### config.mk
export PLATFORM = sky130hd
export DESIGN_NAME = ltmc_top
export DESIGN_NICKNAME = d
export VERILOG_FILES = /design/src/common/ltmc_pkg.sv /design/src/hw/ltmc_top.sv
export VERILOG_INCLUDE_DIRS = /design/src /design/src/common
export SDC_FILE = /design/constraint.sdc
export NUM_CORES = 1
export LEC_CHECK = 0
export ABC_AREA = 1
export BUFFER_PORTS_ARGS = -buffer_cell sky130_fd_sc_hd__buf_2
export CAP_MARGIN = 20
export CORE_MARGIN = 3
export CORE_UTILIZATION = 25
export CTS_BUF_LIST = sky130_fd_sc_hd__clkbuf_2 sky130_fd_sc_hd__clkbuf_4 sky130_fd_sc_hd__clkbuf_8
export CTS_CLUSTER_DIAMETER = 50
export DETAILED_ROUTE_END_ITERATION = 6
export HOLD_SLACK_MARGIN = 0.08
export MAX_ROUTING_LAYER = met4
export PLACE_DENSITY = 0.4
export SLEW_MARGIN = 10
export SYNTH_ARGS = -nofsm -noshare
export SYNTH_HDL_FRONTEND = slang
export SYNTH_SLANG_ARGS = --single-unit
### constraint.sdc
create_clock -name clock_in -period 4.1 [get_ports clock_in]
set_clock_uncertainty 0.2 [all_clocks]
set_input_delay 1.025 -clock clock_in [delete_from_list [all_inputs] [get_ports clock_in]]
set_output_delay 1.025 -clock clock_in [all_outputs]
set_load 0.1 [all_outputs]
### src/common/ltmc_defs.svh
// Behaviour
// - Each transceiver resets to off; off is selectable always and silences the bus.
// - In off mode, bus wake activity is ignored and never reported.
// - Normal transmit/receive mode is accepted only while the chip is in Normal.
// - Dominant applied before enable delay ends is blocked; next dominant bit passes.
// - Receive-only disables the driver, receive output follows bus; Normal or Stop.
// - Wake-capable selectable in Stop, Sleep, Restart, Normal; forced on Fail-Safe entry.
// - Wake is falling edge, dominant beyond filter time, then rising edge.
// - After wake, receive output held low until that transceiver's mode changes or the chip rearms it.
// - Wake in Normal/Stop asserts interrupt; from Sleep/Restart/Fail-Safe requests Restart.
// - After a wake the mode field keeps showing the wake-capable code.
// - Rearm by mode toggle, or on chip entry to Stop, Sleep or Fail-Safe.
// - Wake in Stop/Normal sets wake status and interrupt; no automatic Normal.
// - Wake in Stop enables a disabled watchdog when watchdog-on-bus-wake is set.
// - Wake from Sleep goes Restart then Normal, records source, no interrupt.
// - Transmit dominant beyond timeout disables transmitter until input goes recessive.
// - Transmit timeout sets that transceiver's own fault flag.
// - One setting disables the transmit timeout for all four transceivers.
// - Bus dominant beyond timeout in normal or receive-only sets fault flag only.
// - Bus supply undervoltage forces receive-only behaviour until supply recovers.
// - Low-slope setting latched at chip-select rise, writable only in chip Normal.
// - Flash-speed setting latched at chip-select rise, writable in chip Normal.
// - Wake filter accepts dominant longer than 30 us, rejects pulses of 30 us or shorter.
`ifndef LTMC_DEFS_SVH
`define LTMC_DEFS_SVH
`define LTMC_MODE_OFF 2'h0
`define LTMC_MODE_WAKE 2'h1
`define LTMC_MODE_RXONLY 2'h2
`define LTMC_MODE_NORMAL 2'h3
`define LTMC_CLK_MHZ 200
`define LTMC_WAKE_FILTER_US 30
`define LTMC_WAKE_FILTER_CYC (`LTMC_WAKE_FILTER_US * `LTMC_CLK_MHZ)
`define LTMC_DOM_TIMEOUT_US 20000
`define LTMC_DOM_TIMEOUT_CYC (`LTMC_DOM_TIMEOUT_US * `LTMC_CLK_MHZ)
`define LTMC_ENABLE_DELAY_US 10
`define LTMC_ENABLE_DELAY_CYC (`LTMC_ENABLE_DELAY_US * `LTMC_CLK_MHZ)
`endif

### src/common/ltmc_pkg.sv
package ltmc_pkg;
	// Chip operating modes as seen by the transceiver control.
	typedef enum logic [2:0] {
		CHIP_NORMAL,
		CHIP_STOP,
		CHIP_SLEEP,
		CHIP_RESTART,
		CHIP_FAILSAFE
	} ltmc_chip_mode_t;
	// Latched global configuration.
	typedef struct packed {
		logic low_slope;
		logic flash_speed;
	} ltmc_slope_cfg_t;
	// Chip-level wake actions.
	typedef struct packed {
		logic interrupt_n;
		logic go_restart;
		logic watchdog_enable;
	} ltmc_chip_req_t;
endpackage : ltmc_pkg

### src/hw/ltmc_top.sv
`timescale 1ns/10ps
`default_nettype none
`include "ltmc_defs.svh"
module ltmc_top #(
	parameter int WAKE_FILTER_CYC = `LTMC_WAKE_FILTER_CYC,
	parameter int DOM_TIMEOUT_CYC = `LTMC_DOM_TIMEOUT_CYC,
	parameter int ENABLE_DELAY_CYC = `LTMC_ENABLE_DELAY_CYC
) (
	input wire logic clock_in,
	input wire logic reset_in,
	input wire ltmc_pkg::ltmc_chip_mode_t chip_mode_in,
	input wire logic [1:0] mode_wdata_in [4],
	input wire logic [3:0] mode_write_in,
	input wire logic tx_timeout_control_in,
	input wire logic low_slope_select_in,
	input wire logic flash_speed_select_in,
	input wire logic spi_chip_select_n_in,
	input wire logic watchdog_on_bus_wake_in,
	input wire logic watchdog_enabled_in,
	input wire logic bus_supply_undervoltage_in,
	input wire logic [3:0] bus_transmit_input_in,
	input wire logic [3:0] bus_level_in,
	output logic [3:0] bus_receive_output_out,
	output logic [3:0] driver_dominant_out,
	output logic [1:0] xcvr_mode_field_out [4],
	output logic [3:0] xcvr_fault_flag_out,
	output logic [3:0] wake_status_reg_b_out,
	output ltmc_pkg::ltmc_chip_req_t chip_req_out,
	output ltmc_pkg::ltmc_slope_cfg_t slope_cfg_out
);
	// --------------------------------------------------------------
	// Input synchronisers
	// --------------------------------------------------------------
	logic [3:0] tx_meta;
	logic [3:0] tx_sync;
	logic [3:0] bus_meta;
	logic [3:0] bus_sync;
	logic [3:0] bus_prev;
	logic uv_meta;
	logic uv_sync;
	logic cs_meta;
	logic cs_sync;
	logic cs_prev;
	// Two flip-flops for every pin-level input.
	always_ff @(posedge clock_in) begin
		tx_meta <= bus_transmit_input_in;
		tx_sync <= tx_meta;
		bus_meta <= bus_level_in;
		bus_sync <= bus_meta;
		bus_prev <= bus_sync;
		uv_meta <= bus_supply_undervoltage_in;
		uv_sync <= uv_meta;
		cs_meta <= spi_chip_select_n_in;
		cs_sync <= cs_meta;
		cs_prev <= cs_sync;
	end

	// --------------------------------------------------------------
	// Chip mode tracking
	// --------------------------------------------------------------
	ltmc_pkg::ltmc_chip_mode_t chip_prev;
	logic rearm_all;
	logic to_failsafe;
	always_ff @(posedge clock_in) begin
		if (reset_in) begin
			chip_prev <= ltmc_pkg::CHIP_NORMAL;
		end else begin
			chip_prev <= chip_mode_in;
		end
	end
	// Entry to Stop, Sleep or Fail-Safe rearms; a repeated Stop write leaves the mode unchanged and does not rearm.
	always_comb begin
		to_failsafe = (chip_mode_in == ltmc_pkg::CHIP_FAILSAFE) &&
			(chip_prev != ltmc_pkg::CHIP_FAILSAFE);
		rearm_all = (chip_mode_in != chip_prev) && ((chip_mode_in == ltmc_pkg::CHIP_STOP) ||
			(chip_mode_in == ltmc_pkg::CHIP_SLEEP) || to_failsafe);
	end

	// Checks whether a requested mode is allowed in the current chip mode.
	function automatic logic mode_allowed(input logic [1:0] m, input ltmc_pkg::ltmc_chip_mode_t c);
		logic ok;
		ok = 1'b0;
		case (m)
			`LTMC_MODE_OFF: ok = 1'b1;
			`LTMC_MODE_NORMAL: ok = (c == ltmc_pkg::CHIP_NORMAL);
			`LTMC_MODE_RXONLY: ok = (c == ltmc_pkg::CHIP_NORMAL) ||
				(c == ltmc_pkg::CHIP_STOP);
			default: ok = (c != ltmc_pkg::CHIP_FAILSAFE);
		endcase
		return ok;
	endfunction : mode_allowed

	// --------------------------------------------------------------
	// Per-transceiver state
	// --------------------------------------------------------------
	logic [1:0] mode [4];
	logic [3:0] woken;
	logic [3:0] wake_event;
	logic [3:0] tx_blocked;
	logic [3:0] tx_timed_out;
	logic [3:0] en_done;
	logic [31:0] en_cnt [4];
	logic [31:0] wk_cnt [4];
	logic [31:0] txd_cnt [4];
	logic [31:0] bus_cnt [4];
	logic [3:0] wk_armed;

	for (genvar i = 0; i < 4; i++) begin : g_xcvr
		logic mode_change;
		assign mode_change = mode_write_in[i] && mode_allowed(mode_wdata_in[i], chip_mode_in);

		// Mode field; reset and Fail-Safe entry handled here.
		always_ff @(posedge clock_in) begin
			if (reset_in) begin
				mode[i] <= `LTMC_MODE_OFF;
			end else if (to_failsafe) begin
				mode[i] <= `LTMC_MODE_WAKE;
			end else if (mode_change) begin
				mode[i] <= mode_wdata_in[i];
			end
		end

		// Enable delay restarts whenever the transceiver enters normal.
		always_ff @(posedge clock_in) begin
			if (reset_in || mode[i] != `LTMC_MODE_NORMAL) begin
				en_cnt[i] <= 32'h0000_0000;
				en_done[i] <= 1'b0;
			end else if (en_cnt[i] < ENABLE_DELAY_CYC) begin
				en_cnt[i] <= en_cnt[i] + 32'h0000_0001;
			end else begin
				en_done[i] <= 1'b1;
			end
		end

		// Dominant held at enable completion is blocked until it returns recessive.
		always_ff @(posedge clock_in) begin
			if (reset_in || !en_done[i]) begin
				tx_blocked[i] <= 1'b1;
			end else if (tx_sync[i]) begin
				tx_blocked[i] <= 1'b0;
			end
		end

		// Transmit-dominant timeout, cleared once input returns recessive.
		always_ff @(posedge clock_in) begin
			if (reset_in || tx_sync[i] || tx_timeout_control_in) begin
				txd_cnt[i] <= 32'h0000_0000;
				tx_timed_out[i] <= 1'b0;
			end else if (txd_cnt[i] < DOM_TIMEOUT_CYC) begin
				txd_cnt[i] <= txd_cnt[i] + 32'h0000_0001;
			end else begin
				tx_timed_out[i] <= 1'b1;
			end
		end

		// Bus clamp counter in normal or receive-only modes.
		always_ff @(posedge clock_in) begin
			if (reset_in || bus_sync[i] || !(mode[i] == `LTMC_MODE_NORMAL ||
					mode[i] == `LTMC_MODE_RXONLY)) begin
				bus_cnt[i] <= 32'h0000_0000;
			end else if (bus_cnt[i] <= DOM_TIMEOUT_CYC) begin
				bus_cnt[i] <= bus_cnt[i] + 32'h0000_0001;
			end
		end

		// Fault flag is sticky until reset; it never changes the mode.
		always_ff @(posedge clock_in) begin
			if (reset_in) begin
				xcvr_fault_flag_out[i] <= 1'b0;
			end else if (tx_timed_out[i] || bus_cnt[i] == DOM_TIMEOUT_CYC) begin
				xcvr_fault_flag_out[i] <= 1'b1;
			end
		end

		// Wake filter: falling edge arms, long dominant qualifies, rising edge fires.
		always_ff @(posedge clock_in) begin
			if (reset_in || mode[i] != `LTMC_MODE_WAKE || woken[i]) begin
				wk_cnt[i] <= 32'h0000_0000;
				wk_armed[i] <= 1'b0;
			end else if (bus_prev[i] && !bus_sync[i]) begin
				wk_cnt[i] <= 32'h0000_0000;
				wk_armed[i] <= 1'b1;
			end else if (!bus_sync[i] && wk_cnt[i] < WAKE_FILTER_CYC) begin
				wk_cnt[i] <= wk_cnt[i] + 32'h0000_0001;
			end
		end
		assign wake_event[i] = wk_armed[i] && !bus_prev[i] && bus_sync[i] &&
			(wk_cnt[i] >= WAKE_FILTER_CYC) && !woken[i];

		// Woken state holds until mode change or chip rearm.
		always_ff @(posedge clock_in) begin
			if (reset_in || (mode_change && mode_wdata_in[i] != mode[i]) || rearm_all ||
					to_failsafe) begin
				woken[i] <= 1'b0;
			end else if (wake_event[i]) begin
				woken[i] <= 1'b1;
			end
		end

		// Pin outputs: receive follows bus (held high in off), forced low while woken.
		always_ff @(posedge clock_in) begin
			if (reset_in) begin
				bus_receive_output_out[i] <= 1'b1;
				driver_dominant_out[i] <= 1'b0;
			end else begin
				bus_receive_output_out[i] <= !(woken[i] || wake_event[i]) &&
					(mode[i] == `LTMC_MODE_OFF || bus_sync[i]);
				driver_dominant_out[i] <= (mode[i] == `LTMC_MODE_NORMAL) && !uv_sync &&
					!tx_blocked[i] && !tx_timed_out[i] && !tx_sync[i];
			end
		end
		assign xcvr_mode_field_out[i] = mode[i];
	end

	// --------------------------------------------------------------
	// Chip-level wake actions
	// --------------------------------------------------------------
	logic any_wake;
	logic in_run;
	assign any_wake = |wake_event;
	assign in_run = (chip_mode_in == ltmc_pkg::CHIP_NORMAL) ||
		(chip_mode_in == ltmc_pkg::CHIP_STOP);

	// Interrupt low for Normal/Stop wakes; Restart request otherwise.
	always_ff @(posedge clock_in) begin
		if (reset_in) begin
			chip_req_out <= '{interrupt_n: 1'b1, go_restart: 1'b0, watchdog_enable: 1'b0};
		end else begin
			chip_req_out.interrupt_n <= !(any_wake && in_run);
			chip_req_out.go_restart <= any_wake && !in_run;
			chip_req_out.watchdog_enable <= any_wake && chip_mode_in == ltmc_pkg::CHIP_STOP &&
				!watchdog_enabled_in && watchdog_on_bus_wake_in;
		end
	end

	// Wake source recorded per transceiver; reset wins over a set and is the only clear.
	always_ff @(posedge clock_in) begin
		if (reset_in) begin
			wake_status_reg_b_out <= 4'h0;
		end else begin
			wake_status_reg_b_out <= wake_status_reg_b_out | wake_event;
		end
	end

	// Slope settings latch on chip-select rise, only in chip Normal.
	always_ff @(posedge clock_in) begin
		if (reset_in) begin
			slope_cfg_out <= '0;
		end else if (!cs_prev && cs_sync && chip_mode_in == ltmc_pkg::CHIP_NORMAL) begin
			slope_cfg_out.low_slope <= low_slope_select_in;
			slope_cfg_out.flash_speed <= flash_speed_select_in;
		end
	end

	// --------------------------------------------------------------
	// Checks
	// --------------------------------------------------------------
	a_rx_held_low: assert property (@(posedge clock_in) disable iff (reset_in)
		woken[3] |-> !bus_receive_output_out[3])
		else $error("Receive output not low after wake.");
	a_off_no_wake: assert property (@(posedge clock_in) disable iff (reset_in)
		mode[3] == `LTMC_MODE_OFF |-> !wake_event[3])
		else $error("Wake reported in off mode.");
	a_uv_no_drive: assert property (@(posedge clock_in) disable iff (reset_in)
		uv_sync |=> driver_dominant_out == 4'h0)
		else $error("Driver active in undervoltage.");
	a_wake_int: assert property (@(posedge clock_in) disable iff (reset_in)
		(any_wake && in_run) |=> !chip_req_out.interrupt_n)
		else $error("Interrupt missing on wake.");
	a_sleep_restart: assert property (@(posedge clock_in) disable iff (reset_in)
		(any_wake && chip_mode_in == ltmc_pkg::CHIP_SLEEP) |=>
			chip_req_out.go_restart && chip_req_out.interrupt_n)
		else $error("Sleep wake handled wrongly.");
	a_tx_timeout: assert property (@(posedge clock_in) disable iff (reset_in)
		tx_timed_out[0] |=> !driver_dominant_out[0] && xcvr_fault_flag_out[0])
		else $error("Driver active after timeout.");
	a_mode_keep: assert property (@(posedge clock_in) disable iff (reset_in)
		(woken[3] && !mode_write_in[3] && !to_failsafe) |=> $stable(mode[3]))
		else $error("Mode field changed after wake.");
	a_normal_gate: assert property (@(posedge clock_in) disable iff (reset_in)
		(mode[0] != `LTMC_MODE_NORMAL && chip_mode_in != ltmc_pkg::CHIP_NORMAL &&
			!to_failsafe) |=> mode[0] != `LTMC_MODE_NORMAL)
		else $error("Normal entered outside chip Normal.");
	// The block flag needs one cycle to set, so the driver is watched two cycles on.
	a_enable_block: assert property (@(posedge clock_in) disable iff (reset_in)
		!en_done[0] |-> ##2 !driver_dominant_out[0])
		else $error("Driver active before enable delay.");
	a_fault_sticky: assert property (@(posedge clock_in) disable iff (reset_in)
		xcvr_fault_flag_out[0] |=> xcvr_fault_flag_out[0])
		else $error("Fault flag cleared without reset.");
	a_failsafe_wake: assert property (@(posedge clock_in) disable iff (reset_in)
		to_failsafe |=> mode[0] == `LTMC_MODE_WAKE)
		else $error("Fail-Safe entry did not force wake mode.");
	a_slope_hold: assert property (@(posedge clock_in) disable iff (reset_in)
		!(!cs_prev && cs_sync) |=> $stable(slope_cfg_out))
		else $error("Slope settings changed without select rise.");
	a_rxonly_quiet: assert property (@(posedge clock_in) disable iff (reset_in)
		mode[1] == `LTMC_MODE_RXONLY |=> !driver_dominant_out[1])
		else $error("Driver active in receive-only mode.");
	a_wake_watchdog: assert property (@(posedge clock_in) disable iff (reset_in)
		(any_wake && chip_mode_in == ltmc_pkg::CHIP_STOP && watchdog_on_bus_wake_in &&
			!watchdog_enabled_in) |=> chip_req_out.watchdog_enable)
		else $error("Watchdog not enabled on Stop wake.");
endmodule : ltmc_top
`default_nettype wire

==> metrics.csv <==
stage,metric,value,unit
status,status,"complete, no violations",
route,Antenna Nets Post-Route,0,
route,DR WL/cell,12.0,um
sta,crit share post-route,75.7,%
die,Die W,331,um
route,drt pass-1 iters,5,
route,vias,17400,
finish,Area Overhead vs Synth,20.3,%
run,Max Cap Violations,0,
route,routed vias/inst,3.99,
worst_setup_path,CP max stage delay,0.65,ns
clock_network,CTS tree,built,
synthesis,ranking of synthesized cells by area,"edfxtp_1 59%, nor2_1 7.3%, nand2_1 5.4%",
die,initial core utilization,25.3,%
clock_network,PostCTS Resize Cnt,0,
grt,first-pass GRT wire length,86100,um
hold_path,hold depth,0,
power_and_ir_drop,Worst VDD drop,211,uV
sta,worst-margin pin slew,0.992,ns
place,GP Congestion,0.782,
worst_setup_path,CP cell instances,buf_2,
worst_setup_path,worst r2r src,en_cnt[2][18],
sta,post-route minimum period,3.10,ns
synthesis,Main synth FF type,edfxtp_1,
finish,Fill cells,10900,
sta,RSZ-0062 raised after global routing,false,
route,DRC errors left,0,
synthesis,portion of netlist area occupied by mux cells,0,%
die,Site Rows,118,
hold_path,HP Start,bus_meta[3],
clock_network,# H-tree levels,3,
worst_setup_path,Worst EP arrival,1.88,ns
clock_network,CTS root buf,clkbuf_8,
sta,hold slack,0.125,ns
synthesis,asr flop ratio synth,0,%
clock_network,clk buf depth,3,
clock_network,CTS clock-pin slew for the worst setup and hold paths,0.06,ns
finish,fraction of layout cells with a size suffix above 1,13.2,%
worst_setup_path,worst r2r path cells,5,
place,port bufs,60,
synthesis,Mapped Avg Cell Area,10.7,um2
power_and_ir_drop,clock share of power,44.3,%
grt,initial antenna violation count,6,
synthesis,Synth Cell Area,26400,um2
clock_network,clock latency on the worst-skew pair,0.71,ns
worst_setup_path,WP buf/inv,1,
sta,setup_tns,0,ns
worst_setup_path,CP max-delay cell,edfxtp_1,
grt,largest net degree at the start of global routing,33,
route,Detailed Route WL,52100,um
sta,final setup vio count,0,
hold_path,Worst Hold Class,reg -> reg,
power_and_ir_drop,Cell Int Power,0.0104,W
clock_network,clock sinks,589,
synthesis,post-synth cell types,51,
synthesis,sequential fraction of the synthesis area,64.4,%
clock_network,setup bufs post-CTS,0,
power_and_ir_drop,Leak,11.9,nW
die,die area,110000,um2
synthesis,yosys warns,0,
sta,slew margin rel.,33.8,%
grt,GRT Util Overall,9.95,%
synthesis,largest family of logic cells by synthesized area,simple AND/OR/NAND/NOR gates,
worst_setup_path,Worst EP required,2.87,ns
grt,grt ovf,0,
synthesis,Yosys top cell by area,edfxtp_1,
power_and_ir_drop,Seq pwr share,52.1,%
hold_path,hold path endpoint,bus_sync[3],
synthesis,area share of the largest cell type after synthesis,59.1,%
route,Iter 0 DRT Violations,1054,
grt,vias in the first global route,17500,
worst_setup_path,worst r2r dst,en_cnt[2][23],
worst_setup_path,Crit. End Element,output pin,
worst_setup_path,Worst path top cell family by delay,flip-flops,
synthesis,post-synthesis compound-gate area fraction,2.71,%
place,pre-CTS setup slack,0.753,ns
worst_setup_path,crit path launch type,register,
place,hpwl dp,35800,um
power_and_ir_drop,PwrDens,422,nW/um2
synthesis,fraction of the mapped netlist area in simple logic gates,21.9,%
synthesis,"count leader, synth",edfxtp_1,
power_and_ir_drop,Sw Pwr,0.00301,W
sta,Max Freq,322,MHz
synthesis,synthesis-stage register bit count,589,
power_and_ir_drop,Comb pwr share,3.6,%
clock_network,count of hold-fix buffers inserted at cts,0,
sta,Final Hold Vio Count,0,
worst_setup_path,CP max FO,5,
synthesis,Cells after Synth,2468,
synthesis,Post-Synth XOR/XNOR Area,5.47,%
worst_setup_path,Crit Path Category,reg -> out,
synthesis,"EDFF count, synth",520,
clock_network,total CTS buffers,113,
sta,Final Max Tran Viols,0,
finish,fin nets,2934,
die,die height,331,um
synthesis,Synth Area in Adders,1.14,%
worst_setup_path,Worst R2R Setup Slack,1.44,ns
synthesis,Post-synth top cells,"520 x edfxtp_1, 510 x nor2_1, 380 x nand2_1",
sta,Final WS setup,0.997,ns
power_and_ir_drop,Switching Share,22.5,%
die,# IOs,61,
die,core area,104000,um2
==> power by group through the flow <==
stage / clock network [W] / registers [W] / logic [W]
6_report: 0.00593 / 0.00698 / 0.000480
3_5_place_dp: 0 / 0.00710 / 0.000482
5_1_grt: 0.00652 / 0.00701 / 0.000551
4_1_cts: 0.00624 / 0.00698 / 0.000484
2_1_floorplan: 0 / 0.00713 / 0.000271
3_3_place_gp: 0 / 0.00709 / 0.000475
==> final cells by class <==
cell class / instances / area (um2) / share of cell area [%]
sequential: 589 / 17000 / 53.5
multi-input combinational: 1833 / 9180 / 28.9
clock buffer: 164 / 2000 / 6.30
tap: 1380 / 1730 / 5.44
inverter: 253 / 950 / 2.99
timing repair buffer: 88 / 536 / 1.69
clock inverter: 47 / 357 / 1.12
antenna: 6 / 15.0 / 0.0473
==> cell families after synthesis <==
logic type	after synthesis
AO/OA/AOI/OAI	125
XOR/XNOR	165
adder cells (fa/ha/maj)	24
buffers and inverters	285
flip-flops	589
other	1
AND/OR/NAND/NOR	1279
==> flip-flops by register name, indices dropped and copies added (netlist names), 2 cells and up <==
signal	count
tx_meta	4
mode	8
woken	4
slope_cfg_out	2
wake_status_reg_b_out	4
bus_cnt	128
chip_req_out	3
txd_cnt	128
bus_sync	4
tx_blocked	4
driver_dominant_out	4
en_done	4
bus_receive_output_out	4
bus_meta	4
wk_cnt	128
tx_sync	4
xcvr_fault_flag_out	4
en_cnt	128
chip_prev	3
wk_armed	4
tx_timed_out	4
bus_prev	4
==> how the worst max path moves through the flow <==
stage | start | to | slack (ns) | depth (start not counted)
after floorplan | en_cnt[2][18] | en_cnt[2][0] | 0.22 | 4
after global placement | reset_in | wk_cnt[3][25] | 0.78 | 7
after detailed placement | reset_in | en_cnt[1][14] | 0.75 | 7
after CTS | mode[3][1] | xcvr_mode_field_out[1] | 0.88 | 1
after global routing | mode[3][1] | xcvr_mode_field_out[1] | 0.85 | 1
final | mode[3][1] | xcvr_mode_field_out[1] | 1.0 | 1
==> layer usage <==
metal  vias to the layer above  wire, um  GRT usage (%)
met2                       296     22400           14.9
li1                       8939         -              -
met4                         0      1310           3.83
met3                        97      3270           2.63
met5                         -         0              -
met1                      8064     25100           12.9
==> placed cells by master (no fill, tap or decap), types with 60 or more instances in the layout <==
cell type / n
buf_2: 60
clkbuf_8: 123
conb_1: 240
dfxtp_1: 69
edfxtp_1: 520
inv_1: 247
nand2_1: 380
nand3_1: 123
nor2_1: 510
nor3_1: 77
xnor2_1: 60
xor2_1: 105
==> stage by stage <==
| stage | utilization [%] | area, um2 | cells | total power, W |
|---|---|---|---|---|
| 2_1_floorplan | - | 27300 | 2707 | 0.00740 |
| 4_1_cts | 30.5 | 31700 | 4354 | 0.0137 |
| 5_1_grt | 30.5 | 31700 | 4357 | 0.0141 |
| 6_report | 30.5 | 31800 | 4360 | 0.0134 |
| 3_5_place_dp | 28.2 | 29400 | 4143 | 0.00758 |
| 3_3_place_gp | 28.2 | 29400 | 4143 | 0.00757 |
No activity file was read; power rests on OpenSTA's default activity.
